$ cat config.mk
export PLATFORM = sky130hd
export DESIGN_NAME = tpss_sequencer
export DESIGN_NICKNAME = d
export VERILOG_FILES = /design/src/verilog/tpss_pkg.sv /design/src/verilog/tpss_pulse_stretch.sv /design/src/verilog/tpss_sequencer.sv
export VERILOG_INCLUDE_DIRS = /design/src /design/src/verilog
export SDC_FILE = /design/constraint.sdc
export NUM_CORES = 1
export LEC_CHECK = 0
export BUFFER_PORTS_ARGS = -buffer_cell sky130_fd_sc_hd__buf_2
export CAP_MARGIN = 10
export CORE_MARGIN = 10
export CORE_UTILIZATION = 39
export CTS_CLUSTER_SIZE = 16
export DETAILED_ROUTE_END_ITERATION = 6
export PLACE_DENSITY = 0.62
export SLEW_MARGIN = 20
export SYNTH_ARGS = -nofsm -noshare
export SYNTH_HDL_FRONTEND = slang
export SYNTH_SLANG_ARGS = --single-unit
$ cat constraint.sdc
create_clock -name pclk -period 2.6 [get_ports pclk]
set_input_delay 0.52 -clock pclk [delete_from_list [all_inputs] [get_ports pclk]]
set_output_delay 0.52 -clock pclk [all_outputs]
set_load 0.01 [all_outputs]
$ cat src/verilog/tpss_map.svh
// constants for the thermal position sequencer: register map, fields, resets, timing
// assumes a 100 MHz pclk and 32-bit apb data
`ifndef TPSS_MAP_SVH
`define TPSS_MAP_SVH

// ==========================================
// register offsets (byte addresses)
`define TPSS_ADDR_CTRL 12'h000
`define TPSS_ADDR_RESTART 12'h004
`define TPSS_ADDR_STATUS 12'h008

// ==========================================
// control register fields
`define TPSS_CTRL_AUTO 0
`define TPSS_CTRL_MANPOS_LO 1
`define TPSS_CTRL_MANPOS_HI 3
`define TPSS_CTRL_SRC_EXT 4
`define TPSS_CTRL_ONTIME_LO 8
`define TPSS_CTRL_ONTIME_HI 11
`define TPSS_CTRL_RATE_LO 12
`define TPSS_CTRL_RATE_HI 15
`define TPSS_CTRL_MASK 32'h0000ff1f
`define TPSS_CTRL_RESET 32'h00001100

// ==========================================
// status register fields
`define TPSS_STAT_SEL_LO 0
`define TPSS_STAT_SEL_HI 5
`define TPSS_STAT_GATE 8
`define TPSS_STAT_POS_LO 12
`define TPSS_STAT_POS_HI 14
`define TPSS_STAT_MIN_LO 16
`define TPSS_STAT_MIN_HI 19
`define TPSS_STAT_TENS_LO 20
`define TPSS_STAT_TENS_HI 23
`define TPSS_STAT_ONFF 24

// ==========================================
// timing
`define TPSS_CLK_PERIOD_NS 10
`define TPSS_TRIG_WIDTH_NS 2000
`define TPSS_TRIG_CYCLES ((`TPSS_TRIG_WIDTH_NS + `TPSS_CLK_PERIOD_NS - 1) / `TPSS_CLK_PERIOD_NS)
`define TPSS_LINE_HZ 60
`define TPSS_SEC_PER_MIN 60
`define TPSS_PRESCALE_DIV (`TPSS_LINE_HZ * `TPSS_SEC_PER_MIN)
`define TPSS_PRESCALE_BITS 14
`define TPSS_DECADE 10
`define TPSS_POSITIONS 6

`endif

$ cat src/verilog/tpss_pkg.sv
// types shared by the thermal position sequencer and its trigger pulse stretcher
// assumes nothing of its surroundings
package tpss_pkg;

    // ==========================================
    // one driver group: four trigger lines
    typedef struct packed {
        logic upper_heat;
        logic lower_heat;
        logic upper_cool;
        logic lower_cool;
    } tpss_trig_t;

    // ==========================================
    // apb answer carried together
    typedef struct packed {
        logic ready;
        logic slverr;
        logic [31:0] rdata;
    } tpss_apb_rsp_t;

    typedef enum logic [1:0] {
        TPSS_MODE_MANUAL = 2'b01,
        TPSS_MODE_AUTO = 2'b10
    } tpss_mode_t;

endpackage

$ cat src/verilog/tpss_pulse_stretch.sv
// four-channel trigger pulse stretcher: a one-cycle fire makes a fixed-width pulse
// assumes fires are already edge-detected and qualified; a new fire restarts the width
`timescale 1ns/1ps
`include "tpss_map.svh"
module tpss_pulse_stretch
    import tpss_pkg::*;
#(
    parameter int WIDTH_CYCLES = `TPSS_TRIG_CYCLES,
    parameter int CNT_BITS = 8
) (
    input wire logic pclk,
    input wire logic presetn,
    input wire tpss_trig_t fire,
    output tpss_trig_t pulse
);

    localparam logic [CNT_BITS-1:0] LOAD = CNT_BITS'(WIDTH_CYCLES);
    logic [3:0] fire_bits;
    logic [3:0][CNT_BITS-1:0] remain;
    logic [3:0] pulse_bits;

    assign fire_bits = fire;
    assign pulse = pulse_bits;

    // ==========================================
    // per-channel width counters
    always_ff @(posedge pclk or negedge presetn) begin
        if (!presetn) begin
            remain <= '0;
            pulse_bits <= 4'h0;
        end else begin
            for (int i = 0; i < 4; i++) begin
                if (fire_bits[i]) begin
                    remain[i] <= LOAD - 1'b1;
                    pulse_bits[i] <= 1'b1;
                end else if (remain[i] != '0) begin
                    remain[i] <= remain[i] - 1'b1;
                    pulse_bits[i] <= 1'b1;
                end else begin
                    pulse_bits[i] <= 1'b0;
                end
            end
        end
    end

endmodule

$ cat src/verilog/tpss_sequencer.sv
// thermal position sequencer and trigger steering: minute timebase, on-time and
// rate counters, six-state position counter, manual override, and routing of the
// four comparator edges to the selected position's driver group
// assumes all inputs synchronous to pclk; apb master per the amba protocol
//
// Notes on behaviour
// - each comparator rising edge makes a 2 us trigger pulse on its line
// - six active-high position selects, one per module assembly
// - active select drives both bridge switch controls low, enables driver group
// - twenty-four trigger drivers: six groups of four, heat and cool, upper and lower
// - comparator pulses reach all groups; only the selected group passes them
// - cool trigger fires the cooling switch on either phase, full wave
// - heat trigger allowed only in the half cycle when its phase is negative
// - never heat and cool trigger for one element within one half cycle
// - manual mode takes selects straight from the manual position selector
// - on-time 1 to 10 minutes, interval 10 to 100 minutes, programmable
// - timebase is the squared 60 Hz line or an external check-out clock
// - prescaler divides timebase to exactly one pulse per minute
// - minute decade counter decoded; on-time setting picks the ending state
// - on-time flop set at minute zero, cleared at the selected state
// - tens counter advances at minute zero, reset by the rate setting state
// - rate window and on-time flop ANDed into the gated enable
// - gated enable advances six-state position counter; decodes ANDed with it
// - manual selection holds continuously and follows selector changes at once
// - sequencer restart returns to position one with it selected at once
//
// Decided for this implementation: the register offsets and the APB register port.
`timescale 1ns/1ps
`include "tpss_map.svh"
module tpss_sequencer
    import tpss_pkg::*;
#(
    parameter int PRESCALE_DIV = `TPSS_PRESCALE_DIV,
    parameter int TRIG_CYCLES = `TPSS_TRIG_CYCLES
) (
    input wire logic pclk,
    input wire logic presetn,
    input wire logic psel,
    input wire logic penable,
    input wire logic pwrite,
    input wire logic [11:0] paddr,
    input wire logic [31:0] pwdata,
    output logic pready,
    output logic pslverr,
    output logic [31:0] prdata,
    input wire logic line_60hz,
    input wire logic check_clock,
    input wire tpss_trig_t comparator,
    input wire logic supply_phase_positive,
    output logic [5:0] position_select,
    output logic [5:0] bridge_switch_upper_n,
    output logic [5:0] bridge_switch_lower_n,
    output logic [5:0] driver_group_enable,
    output tpss_trig_t [5:0] driver_trigger
);

    // ==========================================
    // helpers
    // settings outside 1..10 are pulled into range so a bad write cannot stall the counters
    function automatic logic [3:0] clamp_setting(input logic [3:0] v);
        if (v == 4'h0) begin
            return 4'h1;
        end else if (v > 4'ha) begin
            return 4'ha;
        end else begin
            return v;
        end
    endfunction

    function automatic logic [5:0] one_hot_pos(input logic [2:0] p);
        logic [5:0] r;
        r = 6'h00;
        if (p < 3'h6) begin
            r[p] = 1'b1;
        end
        return r;
    endfunction

    // ==========================================
    // apb registers
    logic [31:0] ctrl;
    logic restart;
    logic wr_en;
    logic setup;
    logic addr_ok;
    logic [31:0] status_word;
    tpss_apb_rsp_t next_rsp;

    assign setup = psel && !penable;
    assign wr_en = psel && penable && pready && pwrite;
    assign addr_ok = (paddr == `TPSS_ADDR_CTRL) || (paddr == `TPSS_ADDR_RESTART) ||
        (paddr == `TPSS_ADDR_STATUS);

    always_comb begin
        next_rsp.ready = setup;
        next_rsp.slverr = setup && !addr_ok;
        next_rsp.rdata = 32'h00000000;
        if (setup && !pwrite) begin
            unique case (paddr)
                `TPSS_ADDR_CTRL: next_rsp.rdata = ctrl;
                `TPSS_ADDR_STATUS: next_rsp.rdata = status_word;
                default: next_rsp.rdata = 32'h00000000;
            endcase
        end
    end

    // no wait states: answer is registered in the setup cycle
    always_ff @(posedge pclk or negedge presetn) begin
        if (!presetn) begin
            pready <= 1'b0;
            pslverr <= 1'b0;
            prdata <= 32'h00000000;
        end else begin
            pready <= next_rsp.ready;
            pslverr <= next_rsp.slverr;
            prdata <= next_rsp.rdata;
        end
    end

    always_ff @(posedge pclk or negedge presetn) begin
        if (!presetn) begin
            ctrl <= `TPSS_CTRL_RESET;
        end else if (wr_en && paddr == `TPSS_ADDR_CTRL) begin
            ctrl <= pwdata & `TPSS_CTRL_MASK;
        end
    end

    always_ff @(posedge pclk or negedge presetn) begin
        if (!presetn) begin
            restart <= 1'b0;
        end else begin
            restart <= wr_en && paddr == `TPSS_ADDR_RESTART && pwdata[0];
        end
    end

    tpss_mode_t mode;
    logic [2:0] manual_position_selector;
    logic timebase_source_selector;
    logic [3:0] on_time_selector;
    logic [3:0] rate_selector;

    assign mode = ctrl[`TPSS_CTRL_AUTO] ? TPSS_MODE_AUTO : TPSS_MODE_MANUAL;
    assign manual_position_selector = ctrl[`TPSS_CTRL_MANPOS_HI:`TPSS_CTRL_MANPOS_LO];
    assign timebase_source_selector = ctrl[`TPSS_CTRL_SRC_EXT];
    assign on_time_selector = clamp_setting(ctrl[`TPSS_CTRL_ONTIME_HI:`TPSS_CTRL_ONTIME_LO]);
    assign rate_selector = clamp_setting(ctrl[`TPSS_CTRL_RATE_HI:`TPSS_CTRL_RATE_LO]);

    // ==========================================
    // timebase and minute prescaler
    logic timebase_prev;
    logic timebase_now;
    logic timebase_tick;
    logic [`TPSS_PRESCALE_BITS-1:0] prescale;
    logic minute_tick;
    localparam logic [`TPSS_PRESCALE_BITS-1:0] PRESCALE_LAST =
        `TPSS_PRESCALE_BITS'(PRESCALE_DIV - 1);

    assign timebase_now = timebase_source_selector ? check_clock : line_60hz;
    assign timebase_tick = timebase_now && !timebase_prev;
    assign minute_tick = timebase_tick && (prescale == PRESCALE_LAST);

    always_ff @(posedge pclk or negedge presetn) begin
        if (!presetn) begin
            timebase_prev <= 1'b0;
        end else begin
            timebase_prev <= timebase_now;
        end
    end

    always_ff @(posedge pclk or negedge presetn) begin
        if (!presetn) begin
            prescale <= '0;
        end else if (restart) begin
            prescale <= '0;
        end else if (timebase_tick) begin
            prescale <= minute_tick ? '0 : prescale + 1'b1;
        end
    end

    // ==========================================
    // minute decade, tens counter and on-time flop
    logic [3:0] minutes;
    logic [3:0] tens;
    logic on_time_ff;
    logic minute_wrap;
    logic [3:0] minute_state;
    logic gated_enable;
    logic gated_prev;

    assign minute_wrap = minute_tick && (minutes == 4'(`TPSS_DECADE - 1));
    assign minute_state = minutes + 4'h1; // decoded states one through ten

    always_ff @(posedge pclk or negedge presetn) begin
        if (!presetn) begin
            minutes <= 4'h0;
        end else if (restart) begin
            minutes <= 4'h0;
        end else if (minute_tick) begin
            minutes <= minute_wrap ? 4'h0 : minutes + 4'h1;
        end
    end

    // set at minute zero wins over the clear, so a ten-minute on-time stays solid
    always_ff @(posedge pclk or negedge presetn) begin
        if (!presetn) begin
            on_time_ff <= 1'b1;
        end else if (restart) begin
            on_time_ff <= 1'b1;
        end else if (minute_wrap) begin
            on_time_ff <= 1'b1;
        end else if (minute_tick && minute_state == on_time_selector) begin
            on_time_ff <= 1'b0;
        end
    end

    always_ff @(posedge pclk or negedge presetn) begin
        if (!presetn) begin
            tens <= 4'h0;
        end else if (restart) begin
            tens <= 4'h0;
        end else if (minute_wrap) begin
            tens <= (tens + 4'h1 == rate_selector) ? 4'h0 : tens + 4'h1;
        end
    end

    assign gated_enable = on_time_ff && (tens == 4'h0);

    // ==========================================
    // position counter
    logic [2:0] position;
    always_ff @(posedge pclk or negedge presetn) begin
        if (!presetn) begin
            gated_prev <= 1'b1;
        end else begin
            gated_prev <= restart ? 1'b1 : gated_enable;
        end
    end

    // advance on the end of each sample so the next sample lands on the next position
    always_ff @(posedge pclk or negedge presetn) begin
        if (!presetn) begin
            position <= 3'h0;
        end else if (restart) begin
            position <= 3'h0;
        end else if (gated_prev && !gated_enable) begin
            position <= (position == 3'(`TPSS_POSITIONS - 1)) ? 3'h0 : position + 3'h1;
        end
    end

    // ==========================================
    // selects and bridge switch controls
    logic [5:0] next_select;

    always_comb begin
        if (mode == TPSS_MODE_MANUAL) begin
            next_select = one_hot_pos(manual_position_selector);
        end else begin
            next_select = one_hot_pos(position) & {6{gated_enable}};
        end
    end

    always_ff @(posedge pclk or negedge presetn) begin
        if (!presetn) begin
            position_select <= 6'h00;
            driver_group_enable <= 6'h00;
        end else begin
            position_select <= next_select;
            driver_group_enable <= next_select;
        end
    end

    // controls are low-active: a low level turns the selected bridge switch on
    always_ff @(posedge pclk or negedge presetn) begin
        if (!presetn) begin
            bridge_switch_upper_n <= 6'h3f;
            bridge_switch_lower_n <= 6'h3f;
        end else begin
            bridge_switch_upper_n <= ~next_select;
            bridge_switch_lower_n <= ~next_select;
        end
    end

    // ==========================================
    // comparator edges, half-cycle interlock
    tpss_trig_t comp_prev;
    tpss_trig_t comp_rise;
    tpss_trig_t fire;
    tpss_trig_t pulse;
    logic phase_prev;
    logic half_start;
    logic upper_heat_seen;
    logic upper_cool_seen;
    logic lower_heat_seen;
    logic lower_cool_seen;

    assign comp_rise = comparator & ~comp_prev;
    assign half_start = supply_phase_positive != phase_prev;

    always_ff @(posedge pclk or negedge presetn) begin
        if (!presetn) begin
            comp_prev <= '0;
            phase_prev <= 1'b0;
        end else begin
            comp_prev <= comparator;
            phase_prev <= supply_phase_positive;
        end
    end

    // heat only while its phase is negative; heat and cool exclude each other per half cycle
    always_comb begin
        fire.upper_heat = comp_rise.upper_heat && !supply_phase_positive &&
            !(upper_cool_seen && !half_start) && !comp_rise.upper_cool;
        fire.lower_heat = comp_rise.lower_heat && !supply_phase_positive &&
            !(lower_cool_seen && !half_start) && !comp_rise.lower_cool;
        fire.upper_cool = comp_rise.upper_cool &&
            !(upper_heat_seen && !half_start);
        fire.lower_cool = comp_rise.lower_cool &&
            !(lower_heat_seen && !half_start);
    end

    always_ff @(posedge pclk or negedge presetn) begin
        if (!presetn) begin
            upper_heat_seen <= 1'b0;
            upper_cool_seen <= 1'b0;
            lower_heat_seen <= 1'b0;
            lower_cool_seen <= 1'b0;
        end else begin
            upper_heat_seen <= fire.upper_heat || (upper_heat_seen && !half_start);
            upper_cool_seen <= fire.upper_cool || (upper_cool_seen && !half_start);
            lower_heat_seen <= fire.lower_heat || (lower_heat_seen && !half_start);
            lower_cool_seen <= fire.lower_cool || (lower_cool_seen && !half_start);
        end
    end

    tpss_pulse_stretch #(
        .WIDTH_CYCLES(TRIG_CYCLES),
        .CNT_BITS(8)
    ) u_stretch (
        .pclk(pclk),
        .presetn(presetn),
        .fire(fire),
        .pulse(pulse)
    );

    // ==========================================
    // steering into the 24 drivers
    always_ff @(posedge pclk or negedge presetn) begin
        if (!presetn) begin
            driver_trigger <= '0;
        end else begin
            for (int g = 0; g < `TPSS_POSITIONS; g++) begin
                driver_trigger[g] <= driver_group_enable[g] ? pulse : '0;
            end
        end
    end

    // ==========================================
    // status
    always_comb begin
        status_word = 32'h00000000;
        status_word[`TPSS_STAT_SEL_HI:`TPSS_STAT_SEL_LO] = position_select;
        status_word[`TPSS_STAT_GATE] = gated_enable;
        status_word[`TPSS_STAT_POS_HI:`TPSS_STAT_POS_LO] = position;
        status_word[`TPSS_STAT_MIN_HI:`TPSS_STAT_MIN_LO] = minutes;
        status_word[`TPSS_STAT_TENS_HI:`TPSS_STAT_TENS_LO] = tens;
        status_word[`TPSS_STAT_ONFF] = on_time_ff;
    end

endmodule

==> results of run 1 <==
==> registers in the layout, summed over array words and instances, names as in the netlist, 6 cells and up <==
| register | flops |
|---|---|
| u_stretch.remain | 32 |
| driver_trigger | 24 |
| prdata | 23 |
| prescale | 14 |
| ctrl | 13 |
| bridge_switch_lower_n | 6 |
| driver_group_enable | 6 |
==> where the power goes <==
group          internal [W]  switching (W)
Clock               0.00157       0.000968
Sequential          0.00255       0.000223
Combinational      0.000342       0.000405
Total               0.00446        0.00160
==> kinds of logic (layout without fill, tap and decap cells) <==
family,count (synthesis),in the layout
flip-flops,148,148
AO/OA/AOI/OAI,70,70
adder cells (fa/ha/maj),10,10
XOR/XNOR,37,37
AND/OR/NAND/NOR,250,250
buffers and inverters,59,181
multiplexers,19,19
other,1,10
==> layout by cell type (no fill, tap or decap), types with 14 or more instances in the layout <==
cell	n
nand2b_1	15
clkbuf_16	17
and2_1	40
xnor2_1	23
nand3_1	17
xor2_1	14
dfrtp_1	138
buf_2	108
nand2_1	50
nor2_1	49
a21oi_1	22
inv_1	28
==> worst max-delay path, cell delays in order, from the launching register on <==
cell	delay, ns
dfrtp_1	0.43
inv_1	0.10
ha_1	0.33
nor2b_1	0.19
and4b_1	0.21
o311a_1	0.40
a2111oi_0	0.42
a221o_1	0.17
==> cells in the mapped netlist, drive strengths merged, types with 3 or more instances <==
cell / n / share of area (%)
dfrtp: 138 / 53
nand2: 50 / 2.9
nor2: 49 / 2.8
and2: 41 / 3.9
inv: 28 / 1.6
buf: 24 / 2.6
xnor2: 23 / 3.1
a21oi: 22 / 1.7
nand3: 17 / 1.3
nand2b: 15 / 1.4
xor2: 14 / 1.9
mux2: 13 / 2.3
nor3: 13 / 1.0
o21ai: 13 / 1.0
dfstp: 10 / 4.0
a22oi: 9 / 1.0
ha: 9 / 1.7
nor4: 9 / 0.87
nand4: 8 / 0.77
clkbuf: 7 / 0.40
nor2b: 7 / 0.67
or3: 7 / 0.75
mux2i: 6 / 0.92
or4: 6 / 0.69
nor3b: 4 / 0.64
or2: 4 / 0.38
or4b: 4 / 0.62
a211o: 3 / 0.40
a31oi: 3 / 0.29
nor4b: 3 / 0.50
o211ai: 3 / 0.35
==> metrics by stage <==
step | setup WS, ns | util [%]
final | 0.302 | 48.0
after global routing | 0.126 | 48.0
after CTS | 0.336 | 48.0
after detailed placement | 0.148 | 44.2
after global placement | 0.178 | 44.2
after floorplan | 0.257 | -
==> layer usage <==
layer  routed length (µm)  vias up  global-route usage, %  share of wire [%]
met5                   34        -                      0               0.23
met4                  178        4                   5.84                1.2
met3                 1030       12                   5.04                7.0
met2                 6970      109                   21.2                 48
met1                 6430     2281                   16.3                 44
li1                     -     2237                      -                  -
==> worst max-delay path by stage <==
| stage | start | endpoint | slack, ns |
|---|---|---|---|
| floorplan | paddr[9] | ctrl[10] | 0.26 |
| global placement | paddr[9] | ctrl[4] | 0.18 |
| detailed placement | paddr[9] | ctrl[11] | 0.15 |
| CTS | tens[0] | tens[2] | 0.34 |
| global route | tens[0] | tens[0] | 0.13 |
| finish | tens[0] | tens[2] | 0.30 |
==> layout make-up <==
type	instances	area (µm²)	share of cell area, %
flip-flops and latches	148	3720	47.0
diodes	1	2.50	0.0316
well taps	220	275	3.48
clock buffers	19	453	5.73
multi-input cells	395	2520	31.8
repair buffers	121	667	8.43
clock inverters	13	171	2.17
inverters	28	105	1.33
==> summary.md, run 1 <==
| Metric | Value |
|---|---|
| Status | complete, no violations |
| Mapped Cells | 594 |
| First-pass GRT wire length | 23,900 µm |
| Xor and xnor area share after synthesis | 4.99% |
| Finished Layout Cells | 945 |
| Max rail drop VDD | 0.494 mV |
| Slew headroom | 55.6% |
| Placed cells | 912 |
| Layout area overhead | 21.7% |
| Syn avg cell area | 10.9 µm² |
| Crit Path Category | reg -> reg |
| CP max FO | 6 |
| Vias | 4,643 |
| RSZ-0062 raised after global routing | no |
| Post-synth EDFFs | 0 |
| Minimum clock period | 2.30 ns |
| Vias in the first global route | 4,801 |
| Hold Buf Count CTS | 0 |
| Min-Delay Path Class | in -> async |
| Final hold violations | 0 |
| Nets | 776 |
| Power after layout | 0.00606 W |
| Post-CTS Setup Bufs | 0 |
| Effective utilization at floorplan | 39.5% |
| Mapped Area | 0.00650 mm² |
| R2r worst-path depth | 7 |
| Dpl hpwl | 10,900 µm |
| Period Utilization, post-route | 88.4% |
| Clock transition at path regs | 0.06 ns |
| Layout cells sized above 1 | 26.5% |
| Post-cts resize count | 0 |
| Die ar. | 0.0222 mm² |
| Htree depth | 4 |
| Area fraction in and, or, nand and nor cells after synthesis | 21.0% |
| Routability cong. | 0.819 |
| Die Wd | 149 µm |
| Mux contribution to synthesized area | 3.18% |
| Clock sink count | 148 |
| TNS Setup | 0 ns |
| Largest family of logic cells by synthesized area | simple AND/OR/NAND/NOR gates |
| Share of flip-flops with an asynchronous set or reset | 100% |
| DRC Markers | 0 |
| Row cnt | 47 |
| Fill cells | 1,499 |
| Worst Setup Start Kind | flip-flop |
| Final wirelength | 14,600 µm |
| First-pass iteration count of the detailed router | 5 |
| Worst-Margin Slew | 0.660 ns |
| Core area | 0.0165 mm² |
| Clock Skew | 0.00755 ns |
| Number of synthesized register bits | 148 |
| I/O Buffers | 109 |
| Final ANT Viol Nets | 0 |
| R2R Setup Slk | 0.30 ns |
| Initial antenna violation count | 2 |
| Top FF cell, synth | dfrtp_1 |
| Worst flop-to-flop path startpoint | tens[0] |
| Yosys cell types | 60 |
| Fin area | 0.00791 mm² |
| TritonCTS Buffers | 17 |
| Dpl cell area | 0.00728 mm² |
| Max-Cap Viols | 0 |
| Clk_lat worst skew | 0.42 ns |
| Slew Viols, Final | 0 |
| Root Driver | clkbuf_16 |
| Clk buf depth | 2 |
| Worst path arrival time | 2.65 ns |
| Complex-gate fraction of the synthesized area | 7.08% |
| Critical R2R Capture | tens[2] |
| Number of DRC markers in iteration 0 | 317 |
| Ports | 138 |
| WL per Instance | 15.5 µm |
| PwrDens | 766 mW/mm² |
| Req. time, crit path | 2.95 ns |
| Synth warnings | 0 |
| F_max | 435 MHz |
| Hold WS | 0.0416 ns |
| CTS tree | done |
| Die Height | 149 µm |
| Overall Global Routing Usage | 13.5% |
| Largest net degree at the start of global routing | 56 |
| Total gr overflow | 0 |
| Vias per cell | 4.91 |
| Final setup viols | 0 |
| Seq/Total Area, Yosys | 57.2% |
| CP Capture Type | flip-flop |
| Synth Area in Adders | 1.89% |
| Static Leak | 3.80 nW |
Power figures use the tool's default switching activity.
==> inputs of run 2 (changes only) <==
Settings changed: CAP_MARGIN 10 to unset, RECOVER_POWER set to 50.
==> run 2 against run 1 <==
  * Setup slack worse by 0.019 ns
  * Sequential share of layout area is 0.13 points higher
  * Non-clock buffer count unchanged
==> summary.md, run 2 (synthesized netlist as in run 1, its figures left out) <==
| Metric | Value |
|---|---|
| Top Layer Used | met5 |
| Most common cell after layout, fill and taps aside | dfrtp_1 |
| Critical Path Source | tens[0] |
| I/O Buffers | 109 |
| Clock sink count | 148 |
| Critical R2R Capture | tens[2] |
| Largest register FFs | 32 |
| Psw | 0.00160 W |
| Internal Pwr Total | 0.00446 W |
| Post-cts resize count | 0 |
| Slew headroom | 9.40% |
| Vias | 4,667 |
| Die Height | 149 µm |
| Layout cells sized above 1 | 25.6% |
| Root Driver | clkbuf_16 |
| Final setup viols | 0 |
| Core area | 0.0165 mm² |
| First-pass GRT wire length | 23,900 µm |
| Routed met3 length | 1090 µm |
| Vias in the first global route | 4,801 |
| Seq pwr share | 45.7% |
| TNS Setup | 0 ns |
| WL per Instance | 15.5 µm |
| Final hold violations | 0 |
| Worst path slowest cell | dfrtp_1 |
| Number of DRC markers in iteration 0 | 315 |
| Nets | 776 |
| Minimum clock period | 2.32 ns |
| Dpl hpwl | 10,900 µm |
| Clk_lat worst skew | 0.42 ns |
| Max rail drop VDD | 0.500 mV |
| RSZ-0062 raised after global routing | no |
| Post-CTS Setup Bufs | 0 |
| Ports | 138 |
| Worst flop-to-flop path startpoint | tens[0] |
| WL met2 | 6940 µm |
| TritonCTS Buffers | 17 |
| Row cnt | 47 |
| Switch share | 26.4% |
| Final Util | 47.9% |
| Top Registers | u_stretch.remain x32, driver_trigger x24, prdata x23 |
| Slew Viols, Final | 0 |
| Period Utilization, post-route | 89.1% |
| R2r worst-path depth | 7 |
| Total gr overflow | 0 |
| Htree depth | 4 |
| Static Leak | 3.77 nW |
| Fill cells | 1,505 |
| CP Capture Type | flip-flop |
| Vias per cell | 4.94 |
| R2R Setup Slk | 0.28 ns |
| Final wirelength | 14,600 µm |
| Worst Setup Start Kind | flip-flop |
| Layout area overhead | 21.3% |
| Effective utilization at floorplan | 39.5% |
| Clock power frac | 42.0% |
| Req. time, crit path | 2.96 ns |
| Most frequent cells in the layout | dfrtp_1, buf_2, nand2_1, nor2_1 |
| Logic pwr share | 12.3% |
| F_max | 432 MHz |
| First-pass iteration count of the detailed router | 4 |
| PwrDens | 769 mW/mm² |
| Cell Chain, Critical Path | inv_1, ha_1, nor2b_1, and4b_1, o311a_1, a2111oi_0, a221o_1 |
| DRC Markers | 0 |
| CP max FO | 6 |
| Worst setup path endpoint | tens[2] |
| Clock transition at path regs | 0.06 ns |
| Worst-Margin Slew | 1.36 ns |
| Largest net degree at the start of global routing | 56 |
| Die Wd | 149 µm |
| Hold Buf Count CTS | 0 |
| Max-Cap Viols | 0 |
| Routability cong. | 0.819 |
| Die ar. | 0.0222 mm² |
| Crit Path Category | reg -> reg |
| Overall Global Routing Usage | 13.5% |
| Clock Skew | 0.00763 ns |
| Status | complete, no violations |
| Worst path arrival time | 2.67 ns |
| Largest Register | u_stretch.remain |
| Initial antenna violation count | 2 |
| Min-Delay Path Class | in -> reg |
| DRT met1 WL | 6380 µm |
| Slowest stage delay, CP | 0.43 ns |
| CTS tree | done |
| Worst hold start | comparator[1] |
| Clk buf depth | 2 |
| Final ANT Viol Nets | 0 |
## run 2: cell count changes in the layout (fill, tap and decap cells not counted), sizes merged
cell    before  now
buf        121  113
clkbuf      19   27
## run 2: worst min path at each step
stage,endpoint,slack (ns),cells past startpoint
2_1_floorplan,comp_prev[0],0.22,0
3_5_place_dp,on_time_ff,0.48,2
6_report,comp_prev[1],0.22,1
3_3_place_gp,upper_cool_seen,0.47,2
4_1_cts,u_stretch.remain[22],0.05,1
5_1_grt,comp_prev[1],0.20,1
## run 2: worst max-delay path, delay by kind of cell (launching register included)
family                     cells  cell delay [ns]
AOI/OAI and AO/OA              3             0.99
adders and majority gates      1             0.33
buffers and inverters          1             0.10
DFF                            1             0.43
and+or+nand+nor                2             0.40
## run 2: per-stage QoR
stage / setup slack, ns / total power, W / cells / instance area [µm²] / hold slack [ns]
after CTS: 0.336 / 0.00613 / 944 / 7910 / 0.0539
after global routing: 0.126 / 0.00638 / 944 / 7880 / 0.199
final: 0.283 / 0.00606 / 945 / 7890 / 0.217
after floorplan: 0.257 / 0.00332 / 602 / 6530 / 0.224
after detailed placement: 0.148 / 0.00355 / 912 / 7280 / 0.482
after global placement: 0.178 / 0.00350 / 912 / 7280 / 0.466
## run 2: final cells by class
type / instances / area (µm²) / share of cell area (%)
timing repair buffer: 121 / 644 / 8.17
clock inverter: 13 / 171 / 2.17
clock buffer: 19 / 453 / 5.74
antenna: 1 / 2.50 / 0.0317
sequential: 148 / 3720 / 47.1
inverter: 28 / 105 / 1.33
tap: 220 / 275 / 3.49
multi-input combinational: 395 / 2520 / 31.9
## run 2: routing by layer
| layer | vias up | GRT usage [%] |
|---|---|---|
| met3 | 14 | 5.04 |
| met1 | 2278 | 16.3 |
| met5 | - | 0 |
| li1 | 2240 | - |
| met2 | 131 | 21.2 |
| met4 | 4 | 5.84 |
## run 2: power groups by stage
stage | combinational (W) | clock [W] | sequential, W
after global routing | 0.000860 | 0.00272 | 0.00280
after floorplan | 0.000567 | 0 | 0.00275
after global placement | 0.000709 | 0 | 0.00279
after detailed placement | 0.000752 | 0 | 0.00280
final | 0.000743 | 0.00255 | 0.00277
after CTS | 0.000758 | 0.00261 | 0.00276
==> inputs of run 3 (changes only) <==
Settings changed: CORE_UTILIZATION 39 to 25, CTS_CLUSTER_DIAMETER set to 30, PLACE_DENSITY 0.62 to 0.45.
==> run 3 against run 2 <==
  * The run now ends with max-capacitance violations, max-slew violations left
  * Via count is 1.3% lower
  * Clock skew is 0.0039 ns higher
  * Global-route usage is 4.0 points lower
  * Clock power is 9.4% lower
  * Fmax is 0.82% higher
  * Non-clock buffer count is 1 lower
  * Routed wire length is 5.2% higher
  * Critical path depth stayed put
  * First-iteration DRC count is 35% lower
  * Setup slack better by 0.019 ns
  * Sequential share of layout area is 0.36 points lower
  * Highest routed layer is now met4
==> summary.md, run 3 (synthesized netlist as in run 1, its figures left out) <==
| Metric | Value |
|---|---|
| Worst flop-to-flop path startpoint | tens[0] |
| Clock sink count | 148 |
| WL per Instance | 14.6 µm |
| Critical R2R Capture | tens[2] |
| Worst Setup Start Kind | flip-flop |
| Crit Path Category | reg -> reg |
| Hold Buf Count CTS | 0 |
| Effective utilization at floorplan | 25.6% |
| Final hold violations | 0 |
| CP max FO | 6 |
| Initial antenna violation count | 0 |
| DRT met1 WL | 7120 µm |
| Vias | 4,607 |
| Minimum clock period | 2.30 ns |
| CP Capture Type | flip-flop |
| Top Layer Used | met4 |
| Die Wd | 181 µm |
| Die Height | 181 µm |
| RSZ-0062 raised after global routing | no |
| ANT cells | 0 |
| Largest net degree at the start of global routing | 86 |
| Core area | 0.0254 mm² |
| Total gr overflow | 0 |
| Vias in the first global route | 4,692 |
| Period Utilization, post-route | 88.4% |
| R2r worst-path depth | 7 |
| Most frequent cells in the layout | dfrtp_1, buf_2, nand2_1, nor2_1, and2_1 |
| Place WS | 0.210 ns |
| Worst-Margin Slew | 1.88 ns |
| Violated checks | max-capacitance violations, max-slew violations |
| Fin area | 0.00795 mm² |
| Status | complete, but fails checks |
| Routability cong. | 0.748 |
| Ports | 138 |
| Dpl hpwl | 11,100 µm |
| Row cnt | 58 |
| F_max | 435 MHz |
| R2R Setup Slk | 0.30 ns |
| Slew headroom | -25.4% |
| Clk_lat worst skew | 0.41 ns |
| Slew Viols, Final | 150 |
| Worst path arrival time | 2.65 ns |
| Cell Chain, Critical Path | inv_1, ha_1, nor2b_1, and4b_1, o311a_1, a2111oi_0, a221o_1 |
| Number of cells on the worst hold path | 1 |
| Hold path endpoint | comp_prev[0] |
| Post-CTS Setup Bufs | 0 |
| DRC Markers | 0 |
| Vias per cell | 4.38 |
| Nets | 775 |
| Fin worst setup slack | 0.302 ns |
| Root Driver | clkbuf_16 |
| Clk buf depth | 2 |
| Worst hold start | comparator[0] |
| Routed met3 length | 751 µm |
| Clock transition at path regs | 0.06 ns |
| Number of DRC markers in iteration 0 | 206 |
| Hold WS | 0.228 ns |
| Req. time, crit path | 2.95 ns |
| Static Leak | 3.74 nW |
| Max rail drop VDD | 0.399 mV |
| PwrDens | 730 mW/mm² |
| TritonCTS Buffers | 17 |
| Htree depth | 4 |
| Dpl cell area | 0.00744 mm² |
| Top Registers | u_stretch.remain x32, driver_trigger x24, prdata x23 |
| First-pass GRT wire length | 25,500 µm |
| Min-Delay Path Class | in -> reg |
| Final wirelength | 15,400 µm |
| Layout cells sized above 1 | 25.2% |
| Die ar. | 0.0328 mm² |
| Final ANT Viol Nets | 0 |
| Worst path slowest cell | dfrtp_1 |
| Most common cell after layout, fill and taps aside | dfrtp_1 |
| Clock Skew | 0.0116 ns |
| First-pass iteration count of the detailed router | 6 |
| I/O Buffers | 109 |
| Max-Cap Viols | 2 |
| Final setup viols | 0 |
| Layout area overhead | 22.3% |
| TNS Setup | 0 ns |
| Overall Global Routing Usage | 9.54% |
| Largest Register | u_stretch.remain |
| Slowest stage delay, CP | 0.44 ns |
| Post-cts resize count | 0 |
| CTS tree | done |
| WL met2 | 7350 µm |
| Largest register FFs | 32 |
## run 3: cell count changes in the layout (fill, tap and decap cells not counted)
| cell | previous run | this run |
|---|---|---|
| bufinv_16 | 3 | 1 |
| inv_6 | 4 | 1 |
| inv_8 | 0 | 1 |
| clkbuf_8 | 2 | 1 |
| diode_2 | 1 | 0 |
| and2_1 | 28 | 33 |
| and2_0 | 13 | 8 |
| clkbuf_1 | 7 | 9 |
| clkinv_2 | 1 | 4 |
| clkinvlp_4 | 2 | 1 |
## run 3: metal layers
layer,GRT usage [%],vias to the layer above
li1,-,2240
met1,12.0,2265
met2,15.4,91
met3,2.62,11
met4,3.42,0
met5,0,-
## run 3: final cells by class
cell class | instances | area [µm²]
tap | 330 | 413
clock inverter | 11 | 104
timing repair buffer | 120 | 641
multi-input combinational | 395 | 2520
clock buffer | 21 | 450
inverter | 28 | 105
sequential | 148 | 3720
fill | 2652 | 17500
## run 3: critical path, delay by kind of cell, from the launching register on
family | cells | cell delay, ns
compound gates | 3 | 0.97
fa+ha+maj | 1 | 0.34
buf+inv | 1 | 0.10
simple gates | 2 | 0.39
flops | 1 | 0.44
## run 3: how the worst max path moves through the flow
stage                           to      from  depth (start not counted)  slack [ns]
after floorplan           ctrl[10]  paddr[9]                          6        0.26
after global placement     ctrl[9]  paddr[9]                          6        0.21
after detailed placement  ctrl[14]  paddr[9]                          6        0.21
after CTS                  tens[2]   tens[0]                          7        0.31
after global routing       tens[0]   tens[0]                          7        0.13
final                      tens[2]   tens[0]                          7        0.30
## run 3: power breakdown
group / switching, W / internal (W) / leakage (nW)
clock: 0.000965 / 0.00135 / 0.273
sequential: 0.000216 / 0.00255 / 1.87
combinational: 0.000388 / 0.000333 / 1.59
total: 0.00157 / 0.00423 / 3.74
## run 3: metrics by stage
step | total power, W | utilization [%] | cells
after detailed placement | 0.00353 | 29.3 | 1021
after global routing | 0.00615 | 31.3 | 1053
final | 0.00580 | 31.3 | 1053
after global placement | 0.00353 | 29.3 | 1021
after floorplan | 0.00332 | - | 602
after CTS | 0.00589 | 31.5 | 1053
